==> config.mk <==
export PLATFORM = sky130hd
export DESIGN_NAME = timer_array
export DESIGN_NICKNAME = d
export VERILOG_FILES = /design/src/timer_array_pkg.sv /design/src/timer_prescaler.sv /design/src/timer_array.sv
export SDC_FILE = /design/constraint.sdc
export NUM_CORES = 1
export LEC_CHECK = 0
export BUFFER_PORTS_ARGS = -buffer_cell sky130_fd_sc_hd__buf_2
export CAP_MARGIN = 0
export CORE_UTILIZATION = 50
export CTS_BUF_LIST = sky130_fd_sc_hd__clkbuf_8
export DETAILED_ROUTE_END_ITERATION = 7
export PLACE_DENSITY = 0.73
export SYNTH_ARGS = -nofsm -noshare
export SYNTH_HDL_FRONTEND = slang
export SYNTH_SLANG_ARGS = --single-unit
==> constraint.sdc <==
create_clock -name clk_i -period 7.6 [get_ports clk_i]
set_input_delay 1.14 -clock clk_i [delete_from_list [all_inputs] [get_ports clk_i]]
set_output_delay 1.14 -clock clk_i [all_outputs]
set_load 0.005 [all_outputs]
==> src/timer_array_pkg.sv <==
package timer_array_pkg;

  // Number of channels and counter width.
  localparam int unsigned NUM_CHANNELS  = 4;
  localparam int unsigned COUNTER_WIDTH = 32;

  // Largest power-of-two exponent of the prescaler (divide by 2^15).
  localparam int unsigned PRESCALE_MAX_EXP = 15;
  localparam int unsigned PRESCALE_EXP_W   = 4;

  // Width of the non-power-of-two divider for the fourth count clock.
  localparam int unsigned FINE_DIV_WIDTH = 8;

  // Reset values.
  localparam logic [31:0] COUNTER_RESET_VALUE = 32'h0000_0000;
  localparam logic [31:0] DATA_RESET_VALUE    = 32'h0000_0000;
  localparam logic        OUTPUT_RESET_LEVEL  = 1'b0;

  // Count clock source selection per channel.
  typedef enum logic [2:0] {
    SRC_CK0        = 3'b000,
    SRC_CK1        = 3'b001,
    SRC_CK2        = 3'b010,
    SRC_CK3        = 3'b011,
    SRC_MASTER_IRQ = 3'b100,
    SRC_INPUT_EDGE = 3'b101
  } count_src_t;

  // Start trigger selection per channel.
  typedef enum logic [1:0] {
    TRIG_SOFTWARE   = 2'b00,
    TRIG_INPUT_EDGE = 2'b01,
    TRIG_MASTER_IRQ = 2'b10
  } start_trig_t;

  // Operation mode: data value is reload start value or compare value.
  typedef enum logic [0:0] {
    MODE_INTERVAL_DOWN = 1'b0,
    MODE_COMPARE_UP    = 1'b1
  } op_mode_t;

  // Channel state machine.
  typedef enum logic [1:0] {
    CH_STOPPED  = 2'b00,
    CH_WAITING  = 2'b01,
    CH_COUNTING = 2'b10
  } ch_state_t;

  // Static configuration of one channel.
  typedef struct packed {
    op_mode_t    mode;
    count_src_t  clk_src;
    start_trig_t trig;
    logic        is_slave;
    logic        sync_output;
    logic [31:0] data_value;
  } channel_cfg_t;

  // Prescaler configuration.
  typedef struct packed {
    logic [PRESCALE_EXP_W-1:0] exp0;
    logic [PRESCALE_EXP_W-1:0] exp1;
    logic [PRESCALE_EXP_W-1:0] exp2;
    logic [PRESCALE_EXP_W-1:0] exp3;
    logic [FINE_DIV_WIDTH-1:0] fine_div;
  } prescaler_cfg_t;

endpackage

==> src/timer_prescaler.sv <==
`timescale 1ns/1ps
`default_nettype none
module timer_prescaler
  import timer_array_pkg::*;
(
  input  wire logic           clk_i,
  input  wire logic           rst_i,
  input  wire logic           ce_i,
  input  wire prescaler_cfg_t cfg_i,
  output logic [3:0]          tick_o
);

  // Free running divider chain; bit k toggles every 2^k cycles and rises every 2^(k+1).
  logic [PRESCALE_MAX_EXP-1:0] div_cnt;
  // Delayed copy for rising-edge detection of each divider bit.
  logic [PRESCALE_MAX_EXP-1:0] div_prev;
  // Counter for the fine non-power-of-two divider.
  logic [7:0]                  fine_cnt;
  // Raw power-of-two ticks before the fine divider.
  logic [3:0]                  raw_tick;

  // Returns a one-cycle tick at a rate of clk / 2^exp.
  function automatic logic pow2_tick(input logic [3:0] exp,
                                     input logic [PRESCALE_MAX_EXP-1:0] cnt,
                                     input logic [PRESCALE_MAX_EXP-1:0] prev);
    logic r;
    r = 1'b1;
    if (exp != 4'h0) begin
      r = cnt[exp-4'h1] & ~prev[exp-4'h1];
    end
    return r;
  endfunction

  // The divider chain runs from the peripheral clock only.
  always_ff @(posedge clk_i or posedge rst_i) begin
    if (rst_i) begin
      div_cnt  <= '0;
      div_prev <= '0;
    end else if (ce_i) begin
      div_cnt  <= div_cnt + 15'h0001;
      div_prev <= div_cnt;
    end
  end

  // Power-of-two selection for all four clocks.
  always_comb begin
    raw_tick[0] = pow2_tick(cfg_i.exp0, div_cnt, div_prev);
    raw_tick[1] = pow2_tick(cfg_i.exp1, div_cnt, div_prev);
    raw_tick[2] = pow2_tick(cfg_i.exp2, div_cnt, div_prev);
    raw_tick[3] = pow2_tick(cfg_i.exp3, div_cnt, div_prev);
  end

  // Fine divider: passes one of every fine_div+1 raw ticks of clock 3.
  always_ff @(posedge clk_i or posedge rst_i) begin
    if (rst_i) begin
      fine_cnt <= 8'h00;
    end else if (ce_i && raw_tick[3]) begin
      if (fine_cnt >= cfg_i.fine_div) begin
        fine_cnt <= 8'h00;
      end else begin
        fine_cnt <= fine_cnt + 8'h01;
      end
    end
  end

  // Ticks are suppressed while the clock enable is low.
  assign tick_o = {raw_tick[3] & (fine_cnt >= cfg_i.fine_div), raw_tick[2:0]}
                  & {4{ce_i}};

endmodule
`default_nettype wire

==> src/timer_array.sv <==
// Notes on behaviour
// - Four channels, 32-bit counter and data each.
// - Data value is reload or compare per mode.
// - Shared prescaler gives four selectable count clocks.
// - Clocks zero to two divide by 2^0..2^15.
// - Clock three adds a fine non-power-of-two divider.
// - Group: one master, one slave (0 with 1, 2 with 3).
// - Independent channels ignore other channels entirely.
// - Master interrupt event starts and restarts its slaves.
// - Each group channel keeps its own mode.
// - Smaller index is upper, larger is lower.
// - Output mode: single channel or whole group.
// - Per-channel interrupt usable as wake-up.
// - System reset initializes all state.
// - Start by external input or by software.
// - Single peripheral clock drives all counts.
// - Count source: prescaler, master irq, input edge.
// - Software start sets counting-enabled flag.
// - After reset channels stopped, outputs low.
// - Only channels zero and two may master.
`timescale 1ns/1ps
`default_nettype none
module timer_array
  import timer_array_pkg::*;
#(
  parameter int unsigned CHANNELS = NUM_CHANNELS
)(
  input  wire logic           clk_i,
  input  wire logic           rst_i,
  input  wire logic           ce_i,
  input  wire prescaler_cfg_t prescaler_cfg_i,
  input  wire channel_cfg_t   channel_cfg_i [CHANNELS],
  input  wire logic [3:0]     counter_start_trigger_bit_i,
  input  wire logic [3:0]     counter_stop_i,
  input  wire logic [3:0]     channel_timer_input_i,
  output logic [3:0]          counting_enabled_flag_o,
  output logic [3:0]          channel_irq_o,
  output logic [3:0]          channel_timer_output_o,
  output logic [31:0]         channel_counter_o [CHANNELS]
);

  // The channel structure is written for exactly four channels.
  if (CHANNELS != NUM_CHANNELS) begin : g_bad_channels
    $error("timer_array supports exactly four channels");
  end

  // Prescaled count clock ticks.
  logic [3:0]        prescaled_count_clocks;
  // Two-stage synchronizer for the timer inputs from the pins.
  logic [3:0]        in_meta;
  logic [3:0]        in_sync;
  logic [3:0]        in_prev;
  // Rising edge of each synchronized input.
  logic [3:0]        in_edge;
  // Channel states and counters.
  ch_state_t         state [4];
  logic [31:0]       channel_counter [4];
  // Per-channel count tick and start event.
  logic [3:0]        count_tick;
  logic [3:0]        start_evt;
  // Index of each channel's master.
  logic [1:0]        master_of [4];
  // Slave bit of each channel, honoured only where the channel may be a slave.
  logic [3:0]        slave_ok;
  // Terminal event of each channel, produced combinationally.
  logic [3:0]        terminal;
  // Registered interrupt pulses and outputs.
  logic [3:0]        irq;
  logic [3:0]        tout;

  // Prescaler shared by all channels.
  timer_prescaler u_prescaler (
    .clk_i  (clk_i),
    .rst_i  (rst_i),
    .ce_i   (ce_i),
    .cfg_i  (prescaler_cfg_i),
    .tick_o (prescaled_count_clocks)
  );

  // Finds the nearest even upper channel that can act as master.
  function automatic logic [1:0] master_index(input int unsigned ch);
    logic [1:0] r;
    r = (ch >= 2) ? 2'h2 : 2'h0;
    return r;
  endfunction

  // Synchronize the filtered timer inputs before any logic reads them.
  always_ff @(posedge clk_i or posedge rst_i) begin
    if (rst_i) begin
      in_meta <= 4'h0;
      in_sync <= 4'h0;
      in_prev <= 4'h0;
    end else if (ce_i) begin
      in_meta <= channel_timer_input_i;
      in_sync <= in_meta;
      in_prev <= in_sync;
    end
  end

  // Only a rising edge of the synchronized level counts as an input event.
  assign in_edge = in_sync & ~in_prev;

  // Select count tick and start event for each channel.
  always_comb begin
    for (int m = 0; m < 4; m++) begin
      master_of[m] = master_index(m);
      // A channel that is not a legal slave uses no other channel.
      slave_ok[m]  = channel_cfg_i[m].is_slave && (m != 0) && (m != 2);
      case (channel_cfg_i[m].clk_src)
        SRC_CK0:        count_tick[m] = prescaled_count_clocks[0];
        SRC_CK1:        count_tick[m] = prescaled_count_clocks[1];
        SRC_CK2:        count_tick[m] = prescaled_count_clocks[2];
        SRC_CK3:        count_tick[m] = prescaled_count_clocks[3];
        SRC_MASTER_IRQ: count_tick[m] = slave_ok[m] & irq[master_of[m]];
        SRC_INPUT_EDGE: count_tick[m] = in_edge[m];
        default:        count_tick[m] = 1'b0;
      endcase
      case (channel_cfg_i[m].trig)
        TRIG_SOFTWARE:   start_evt[m] = 1'b1;
        TRIG_INPUT_EDGE: start_evt[m] = in_edge[m];
        TRIG_MASTER_IRQ: start_evt[m] = slave_ok[m] & irq[master_of[m]];
        default:         start_evt[m] = 1'b0;
      endcase
      count_tick[m] = count_tick[m] & ce_i;
      start_evt[m]  = start_evt[m] & ce_i;
    end
  end

  // Terminal event: zero in interval mode, compare match in compare mode.
  always_comb begin
    for (int m = 0; m < 4; m++) begin
      if (channel_cfg_i[m].mode == MODE_INTERVAL_DOWN) begin
        terminal[m] = (state[m] == CH_COUNTING) && count_tick[m] &&
                      (channel_counter[m] == 32'h0000_0000);
      end else begin
        terminal[m] = (state[m] == CH_COUNTING) && count_tick[m] &&
                      (channel_counter[m] == channel_cfg_i[m].data_value);
      end
    end
  end

  // Channel state machines and counters.
  always_ff @(posedge clk_i or posedge rst_i) begin
    if (rst_i) begin
      for (int m = 0; m < 4; m++) begin
        state[m]           <= CH_STOPPED;
        channel_counter[m] <= COUNTER_RESET_VALUE;
      end
    end else if (ce_i) begin
      for (int m = 0; m < 4; m++) begin
        case (state[m])
          CH_STOPPED: begin
            if (counter_start_trigger_bit_i[m]) begin
              state[m] <= CH_WAITING;
            end
          end
          CH_WAITING: begin
            if (counter_stop_i[m]) begin
              state[m] <= CH_STOPPED;
            end else if (start_evt[m]) begin
              state[m] <= CH_COUNTING;
              channel_counter[m] <= (channel_cfg_i[m].mode == MODE_INTERVAL_DOWN) ?
                                    channel_cfg_i[m].data_value : 32'h0000_0000;
            end
          end
          CH_COUNTING: begin
            if (counter_stop_i[m]) begin
              state[m] <= CH_STOPPED;
            end else if ((channel_cfg_i[m].trig == TRIG_MASTER_IRQ) && start_evt[m]) begin
              // The master's event restarts the slave counter.
              channel_counter[m] <= (channel_cfg_i[m].mode == MODE_INTERVAL_DOWN) ?
                                    channel_cfg_i[m].data_value : 32'h0000_0000;
            end else if (terminal[m]) begin
              channel_counter[m] <= (channel_cfg_i[m].mode == MODE_INTERVAL_DOWN) ?
                                    channel_cfg_i[m].data_value : 32'h0000_0000;
            end else if (count_tick[m]) begin
              channel_counter[m] <= (channel_cfg_i[m].mode == MODE_INTERVAL_DOWN) ?
                                    channel_counter[m] - 32'h0000_0001 :
                                    channel_counter[m] + 32'h0000_0001;
            end
          end
          default: state[m] <= CH_STOPPED;
        endcase
      end
    end
  end

  // One-cycle interrupt pulses on each terminal event.
  always_ff @(posedge clk_i or posedge rst_i) begin
    if (rst_i) begin
      irq <= 4'h0;
    end else if (ce_i) begin
      irq <= terminal;
    end else begin
      irq <= 4'h0;
    end
  end

  // Timer outputs toggle on their own event; in group output mode the master's event sets them high and their own clears them.
  always_ff @(posedge clk_i or posedge rst_i) begin
    if (rst_i) begin
      tout <= {4{OUTPUT_RESET_LEVEL}};
    end else if (ce_i) begin
      for (int m = 0; m < 4; m++) begin
        if (channel_cfg_i[m].sync_output && slave_ok[m]) begin
          if (irq[master_of[m]]) begin
            tout[m] <= 1'b1;
          end else if (terminal[m]) begin
            tout[m] <= 1'b0;
          end
        end else if (terminal[m]) begin
          tout[m] <= ~tout[m];
        end
      end
    end
  end

  // Status flags and counter values seen from outside.
  always_comb begin
    for (int m = 0; m < 4; m++) begin
      counting_enabled_flag_o[m] = (state[m] != CH_STOPPED);
      channel_counter_o[m]       = channel_counter[m];
    end
  end

  assign channel_irq_o          = irq;
  assign channel_timer_output_o = tout;

  // Assertions.
  a_irq_single_pulse: assert property (@(posedge clk_i) disable iff (rst_i)
    channel_irq_o[0] |=> !channel_irq_o[0])
    else $error("irq longer than one cycle");
  a_start_sets_flag: assert property (@(posedge clk_i) disable iff (rst_i)
    (ce_i && state[1] == CH_STOPPED && counter_start_trigger_bit_i[1]) |=>
    counting_enabled_flag_o[1])
    else $error("start did not set flag");
  a_irq_from_terminal: assert property (@(posedge clk_i) disable iff (rst_i)
    channel_irq_o[2] |-> $past(terminal[2]))
    else $error("irq without terminal event");
  a_stop_clears_flag: assert property (@(posedge clk_i) disable iff (rst_i)
    (ce_i && counter_stop_i[3] && state[3] != CH_STOPPED) |=> !counting_enabled_flag_o[3])
    else $error("stop did not clear flag");
  a_interval_reload: assert property (@(posedge clk_i) disable iff (rst_i)
    (ce_i && terminal[0] && !counter_stop_i[0] && channel_cfg_i[0].trig != TRIG_MASTER_IRQ
     && channel_cfg_i[0].mode == MODE_INTERVAL_DOWN)
    |=> channel_counter_o[0] == $past(channel_cfg_i[0].data_value))
    else $error("interval reload wrong");
  a_count_down_step: assert property (@(posedge clk_i) disable iff (rst_i)
    (ce_i && state[0] == CH_COUNTING && count_tick[0] && !terminal[0] && !counter_stop_i[0]
     && channel_cfg_i[0].mode == MODE_INTERVAL_DOWN && channel_cfg_i[0].trig != TRIG_MASTER_IRQ)
    |=> channel_counter_o[0] == $past(channel_counter_o[0]) - 32'h0000_0001)
    else $error("down count step wrong");
  a_frozen_when_off: assert property (@(posedge clk_i) disable iff (rst_i)
    !ce_i |=> $stable(channel_counter_o[1]))
    else $error("counter moved with enable low");
  a_stopped_no_irq: assert property (@(posedge clk_i) disable iff (rst_i)
    (state[3] == CH_STOPPED) |=> !channel_irq_o[3])
    else $error("irq from stopped channel");

  c_irq_seen: cover property (@(posedge clk_i) disable iff (rst_i) channel_irq_o[0]);
  c_slave_start: cover property (@(posedge clk_i) disable iff (rst_i)
    channel_cfg_i[1].is_slave && state[1] == CH_WAITING && start_evt[1]);
  c_output_high: cover property (@(posedge clk_i) disable iff (rst_i) channel_timer_output_o[2]);
  c_slave_restart: cover property (@(posedge clk_i) disable iff (rst_i)
    slave_ok[3] && state[3] == CH_COUNTING && start_evt[3]);

endmodule
`default_nettype wire

### Word level (Yosys, flattened, before mapping)

Index checks and enable logic that the tools add are counted.

* bits in registers: 194
* bits in latches: 0
* memory bits (writable): 0
* memory bits (read-only): 0
* bits of input ports: 199
* output and inout bits: 140
* logic and storage cells: 291
* memories kept: 0

* $add $sub $neg: 14
* $mul: 0
* div/mod/pow operators: 0
* order comparisons: 5
* eq/ne operators: 66
* shift-type cells: 0
* muxes and demuxes: 98
* bitwise logic cells: 26
* reductions and logical operators: 63

Operator list (count)
* $mux W32: 32
* $pmux W32 S2: 4
* $add A32 B1 Y32 const B: 4
* $eq A32 B32 Y1: 4
* $logic_not A32 Y1: 4
* $sub A32 B1 Y32 const B: 4
* $ne A2 B2 Y1 const B: 20
* $bmux W1 S4: 8
* $mux W2: 16
* $eq A3 B2 Y1 const B: 8
* $mux W1: 24
* $pmux W2 S3: 4
* $reduce_and A6 Y1: 4
* $reduce_bool A2 Y1: 12
* $lt A4 B5 Y1 const B: 4
* $logic_and A1 B1 Y1: 19
* $eq A3 B3 Y1 const B: 6
* $eq A2 B1 Y1 const B: 8
* $eq A2 B2 Y1 const B: 8
* $logic_not A2 Y1: 8
* $ne A4 B3 Y1 const B: 4
* $reduce_and A4 Y1: 4
* $reduce_bool A4 Y1: 4
* $sub A4 B1 Y4 const B: 4
* 18 further kinds: 55

### Logic depth before layout (Yosys ltp)

* depth after elaboration: 17
* gate-level depth with buffers: 16
* gate-level depth less buffers: 13

### Hierarchy

Synthesis repeated with hierarchy kept, for this count alone.

* cell total of the unflattened synthesis: 2164
* area total of the unflattened synthesis: 17981.0 um2

By module, submodules not included
* timer_array: instances 1, cells each 1883, area each 15259.6 um2, seq. area each 3903.7 um2
* timer_prescaler: instances 1, cells each 281, area each 2721.4 um2, seq. area each 950.9 um2

### Least setup slack after synthesis

No wires, ideal clock.

* kind: in2reg
* start: in channel_cfg_i[159] in the netlist's numbering
* end: reg channel_counter, in the netlist channel_counter_o[125]
* library setup time: 0.125 ns
* arrival time: 5.510 ns
* required time: 7.475 ns
* setup slack: 1.965 ns
* cell stages on the path: 15
* path buffers: 2
* cell sequence: inv_1 clkbuf_1 clkbuf_1 ha_1 a2111oi_0 o21ai_0 a221oi_1 a21oi_1 a41oi_1 o221ai_1 a31oi_1 xor2_1 nor2_1 a31o_2 mux2_2

* cells in the longest elaborated chain, start to end: 6
* elaborated cells between the ends (all ways): 12
* classes of those cells: eq/ne: 1; mux: 10; reduce/logical: 1

RTL lines
* start: declaration: line timer_array.sv:32 `input wire channel_cfg_t channel_cfg_i [CHANNELS],`
* $mux W32: line timer_array.sv:177 `channel_counter[m] <= (channel_cfg_i[m].mode == MODE_INTERVAL_DOWN) ?`
* $mux W32: line timer_array.sv:176 `end else if (count_tick[m]) begin`
* $mux W32: line timer_array.sv:173 `end else if (terminal[m]) begin`
* $mux W32: line timer_array.sv:169 `end else if ((channel_cfg_i[m].trig == TRIG_MASTER_IRQ) && start_evt[m]) begin`
* $mux W32: line timer_array.sv:167 `if (counter_stop_i[m]) begin`
* $pmux W32 S2: line timer_array.sv:151 `case (state[m])`
* end signal: indexed assignment: line timer_array.sv:171 `channel_counter[m] <= (channel_cfg_i[m].mode == MODE_INTERVAL_DOWN) ?`
* end signal: indexed assignment: line timer_array.sv:174 `channel_counter[m] <= (channel_cfg_i[m].mode == MODE_INTERVAL_DOWN) ?`
* end signal: indexed assignment: line timer_array.sv:177
* end: declaration: line timer_array.sv:57 `logic [31:0] channel_counter [4];`

Parallel ways exist; a longest one is shown, timed or not. The select of a mux whose other input is x is not followed.
A chain may end at the register's enable or synchronous reset.

### Worst setup path in the final report

* start: in prescaler_cfg_i[12] in the netlist's numbering
* end: reg channel_counter, in the netlist channel_counter_o[35]

* cells in the longest elaborated chain, start to end: 16
* elaborated cells between the ends (all ways): 22
* classes of those cells: add/sub: 1; eq/ne: 1; mux: 11; bitwise: 4; reduce/logical: 5

RTL lines
* start: declaration: line timer_array.sv:31 `input wire prescaler_cfg_t prescaler_cfg_i,`
* $sub A4 B1 Y4: line timer_prescaler.sv:29 `r = cnt[exp-4'h1] & ~prev[exp-4'h1];`
* $bmux W1 S4: line timer_prescaler.sv:29
* $mux W1 (not written as such): line timer_prescaler.sv:29
* $not A1 Y1: line timer_prescaler.sv:29
* $and A1 B1 Y1: line timer_prescaler.sv:29
* $mux W1 (*): line timer_prescaler.sv:28 `if (exp != 4'h0) begin`
* $and A4 B4 Y4 (*): line timer_prescaler.sv:68 `& {4{ce_i}};`
* $pmux W1 S5 (*): line timer_array.sv:109 `case (channel_cfg_i[m].clk_src)`
* $and A1 B1 Y1 (*): line timer_array.sv:124 `count_tick[m] = count_tick[m] & ce_i;`
* $logic_and A1 B1 Y1: line timer_array.sv:133, timer_array.sv:136
* $logic_and A1 B1 Y1 (on tied branches): line timer_array.sv:133, timer_array.sv:136
* $mux W1: line timer_array.sv:132 `if (channel_cfg_i[m].mode == MODE_INTERVAL_DOWN) begin`
* $mux W32: line timer_array.sv:173
* $mux W32: line timer_array.sv:169
* $mux W32: line timer_array.sv:167
* $pmux W32 S2: line timer_array.sv:151

Mark *: on every way between the ends. The rest lies on a longest branch, timed or not. The select of a mux whose other input is x is not followed.

==> results.cfg <==
[outcome]
status = complete, no violations

[layout]
area_growth_pct = 13.7
drive_gt1_share_pct = 20.6
nets = 2699
multiInputGateArea_um2 = 12500
final-seq-area_um2 = 4850
num-fill-cells = 3144

[clock_tree]
cts-root-buf = clkbuf_8
insertion_delay_ps = 520
clockBufferDepth = 2
cts-hold-fix-buffers = 0
cts_num_sinks = 194
clkSlewWorstSetupHoldPaths_ps = 110
cts_max_level = 4
cts_tree = yes
cts_setup_buffers = 0
cts-resized-gates = 0
cts_buffers = 17

[power]
p_sw_w = 0.00290
power_frac_seq_pct = 31.3
clkPwrFrac_pct = 11.4
internal-power_w = 0.00334
pwr_density_cell_nw_per_um2 = 307
power.share.combinational_pct = 57.3
swShare_pct = 46.4
max-vdd-ir-drop_mv = 0.163
p_leak_nw = 9.30

[place]
routabilityCongestion = 0.948
place_ws_ps = 1930
place_hpwl_mm = 41.8
io_buffers = 334

[synth]
synth_top_area_cell = dfrtp_1
synth.avg_cell_area_um2 = 8.65
ys.flop_type = dfrtp_1
yosysTopAreaCellShare_pct = 27.1
syn_nets = 2405
synthCells = 2068
syn_area_um2 = 17900
ys_types = 83
ys_ff_latch = 194
synth_area_leaders = dfrtp_1 (27%), ha_1 (9.4%), xnor2_1 (9.1%)
ys_seq_area_share_pct = 27.1
ys_async_sr_fraction_pct = 100
ys.warnings.count = 0
synth_edf_count = 0

[min_path]
hold_end = channel_timer_output_o[2]
hp-class = flop to flop
min_path_cells = 1
min_from = channel_timer_output_o[2]

[setup_path]
crit_slowest_cell = nand2b_2
worstSetupStartpointType = input port
end_kind = flop
critical_path_arrival_ps = 5590
r2r_slack_ps = 3320
path_class = input port to flop
required_ps = 8010
worst_r2r_startpoint = u_prescaler.div_cnt[12]
worst-r2r-cell-count = 11
crit_fanout = 63
max_stage_delay_ps = 760
path_cells = buf_2 -> inv_1 -> ha_1 -> nor4bb_1 -> nor3_1 -> nor3_1 -> nor4_1 -> a311oi_1 -> a211oi_1 -> a211oi_2 -> nand2b_2 -> nand3_1 -> o21ai_0 -> mux2_2
cpMostUsedCell = nor3_1
r2r-end = channel_counter_o[35]

[timing]
timing.final.crit_share_pct = 68.2
rsz0062_at_grt = no
fmax_ghz = 0.193
tightest_slew_ps = 1130
maxSlewViolCount = 0
setup_violations = 0
setup_ws_ps = 2420
final-hold-violation-count = 0
finalCriticalPeriod_ps = 5180
fin_worst_skew_ps = 17.9
relSlewSlack_pct = 24.8
finalSetupTns_ps = 0

[detailed_routing]
finalWirelength_mm = 55.0
drt_iter0_drc = 1311
vias = 17500
drtAntennaViolNets = 0
dr.pass1.iters = 5
avgRoutedWirePerCell_um = 19.4
drc = 0
drt-vias-per-instance = 6.17

[global_routing]
grt_max_degree = 114
antenna_found_initial = 14
grt_pass1_vias = 16600
grt_overflow = 0
grt_usage_pct = 29.9
grt_pass1_wl_mm = 87.2

[floorplanning]
rows = 68
chipWidth_um = 191
start_util_pct = 51.3
die_h_um = 191
coreArea_um2 = 34900
dieArea_um2 = 36500
num_io_pins = 339

[flow_run]
maxCapViolations = 0
Yosys cell counts (27+ instances only):
cell,number
ha_1,134
mux2_2,63
nand3_1,112
dfrtp_1,194
o211ai_1,41
xnor2_1,185
xor2_1,77
a21o_1,65
nor3_1,27
nand2b_1,40
inv_1,61
a21oi_1,138
a31oi_1,53
clkbuf_1,40
nor4_1,47
nand2_1,114
nor2_1,142
nand4_1,47
o21ai_0,117
o21a_1,51
cell type report:
cell class / count / area share (%)
multi-input combinational: 1738 / 61.4
sequential: 194 / 23.9
timing repair buffer: 348 / 8.73
tap: 455 / 2.80
inverter: 63 / 1.20
clock buffer: 17 / 1.15
clock inverter: 15 / 0.738
antenna: 8 / 0.0984
power by group through the flow:
stage	combinational, W	sequential (W)	clock (W)
2_1_floorplan	0.00261	0.00180	0
3_3_place_gp	0.00343	0.00194	0
3_5_place_dp	0.00352	0.00196	0
4_1_cts	0.00354	0.00194	0.000725
5_1_grt	0.00397	0.00200	0.000761
6_report	0.00358	0.00196	0.000710
cells by family (layout without fill, tap and decap cells):
logic type / count (synthesis) / count (layout) / synth area share [%]
adder cells (fa/ha/maj): 138 / 138 / 9.82
XOR/XNOR: 262 / 262 / 12.8
AO/OA/AOI/OAI: 613 / 613 / 22.6
other: 0 / 8 / 0
multiplexers: 90 / 90 / 6.37
buffers and inverters: 136 / 443 / 3.17
AND/OR/NAND/NOR: 635 / 635 / 18.1
flip-flops: 194 / 194 / 27.1
worst max path at each step:
stage / from / end / depth (start not counted)
after floorplan: rst_i / channel_counter_o[0] / 1
after global placement: prescaler_cfg_i[16] / channel_counter_o[22] / 13
after detailed placement: prescaler_cfg_i[12] / channel_counter_o[52] / 13
after CTS: prescaler_cfg_i[12] / channel_counter_o[52] / 13
after global routing: prescaler_cfg_i[12] / channel_counter_o[55] / 14
final: prescaler_cfg_i[12] / channel_counter_o[35] / 14
routing by layer:
metal	share of wire, %	GRT usage, %	vias up
li1	-	-	8339
met1	44	39.6	8387
met2	46	48.7	670
met3	7.0	4.77	110
met4	3.3	11.8	12
met5	0.14	0	-
worst max-delay path: cells and delay by family:
| kind | cells | cell delay (ps) |
|---|---|---|
| AND/OR/NAND/NOR | 6 | 2380 |
| adder cells (fa/ha/maj) | 1 | 410 |
| buffers and inverters | 2 | 330 |
| multiplexers | 1 | 300 |
| AO/OA/AOI/OAI | 4 | 990 |
placed cells by master, fill, tap and decap left out, types with 17 or more instances in the layout:
master    netlist  final
nor2b_1        24     24
dfrtp_1       194    194
nor2_1        142    142
and3_1         19     19
clkbuf_8        0     17
o211ai_1       41     41
nand2b_1       40     38
nand2_1       114    114
xor2_1         77     77
a21o_1         65     65
nand3_1       112    112
ha_1          134    134
nor4_1         47     47
xnor2_1       185    185
inv_1          61     59
mux2_2         63     63
buf_2          19    334
nand4_1        47     47
nor3_1         27     27
a211oi_1       17     17
a21oi_1       138    138
o21a_1         51     51
o21ai_0       117    117
a31oi_1        53     52
flip-flops by register name, summed over array words and instances (netlist names):
register	count
channel_timer_output_o	4
state	8
channel_counter_o	128
in_sync	4
u_prescaler.div_prev	15
u_prescaler.div_cnt	15
in_meta	4
channel_irq_o	4
u_prescaler.fine_cnt	8
in_prev	4
through the flow:
step	total power (W)	std cells	utilization, %	area [µm²]	hold WS [ps]
global placement	0.00537	2798	57.2	19900	450
global route	0.00673	2836	58.3	20300	495
detailed placement	0.00548	2798	57.2	19900	453
floorplan	0.00440	2068	-	17900	465
CTS	0.00620	2830	58.3	20300	478
finish	0.00624	2838	58.3	20300	480
Power figures use the tool's default switching activity.
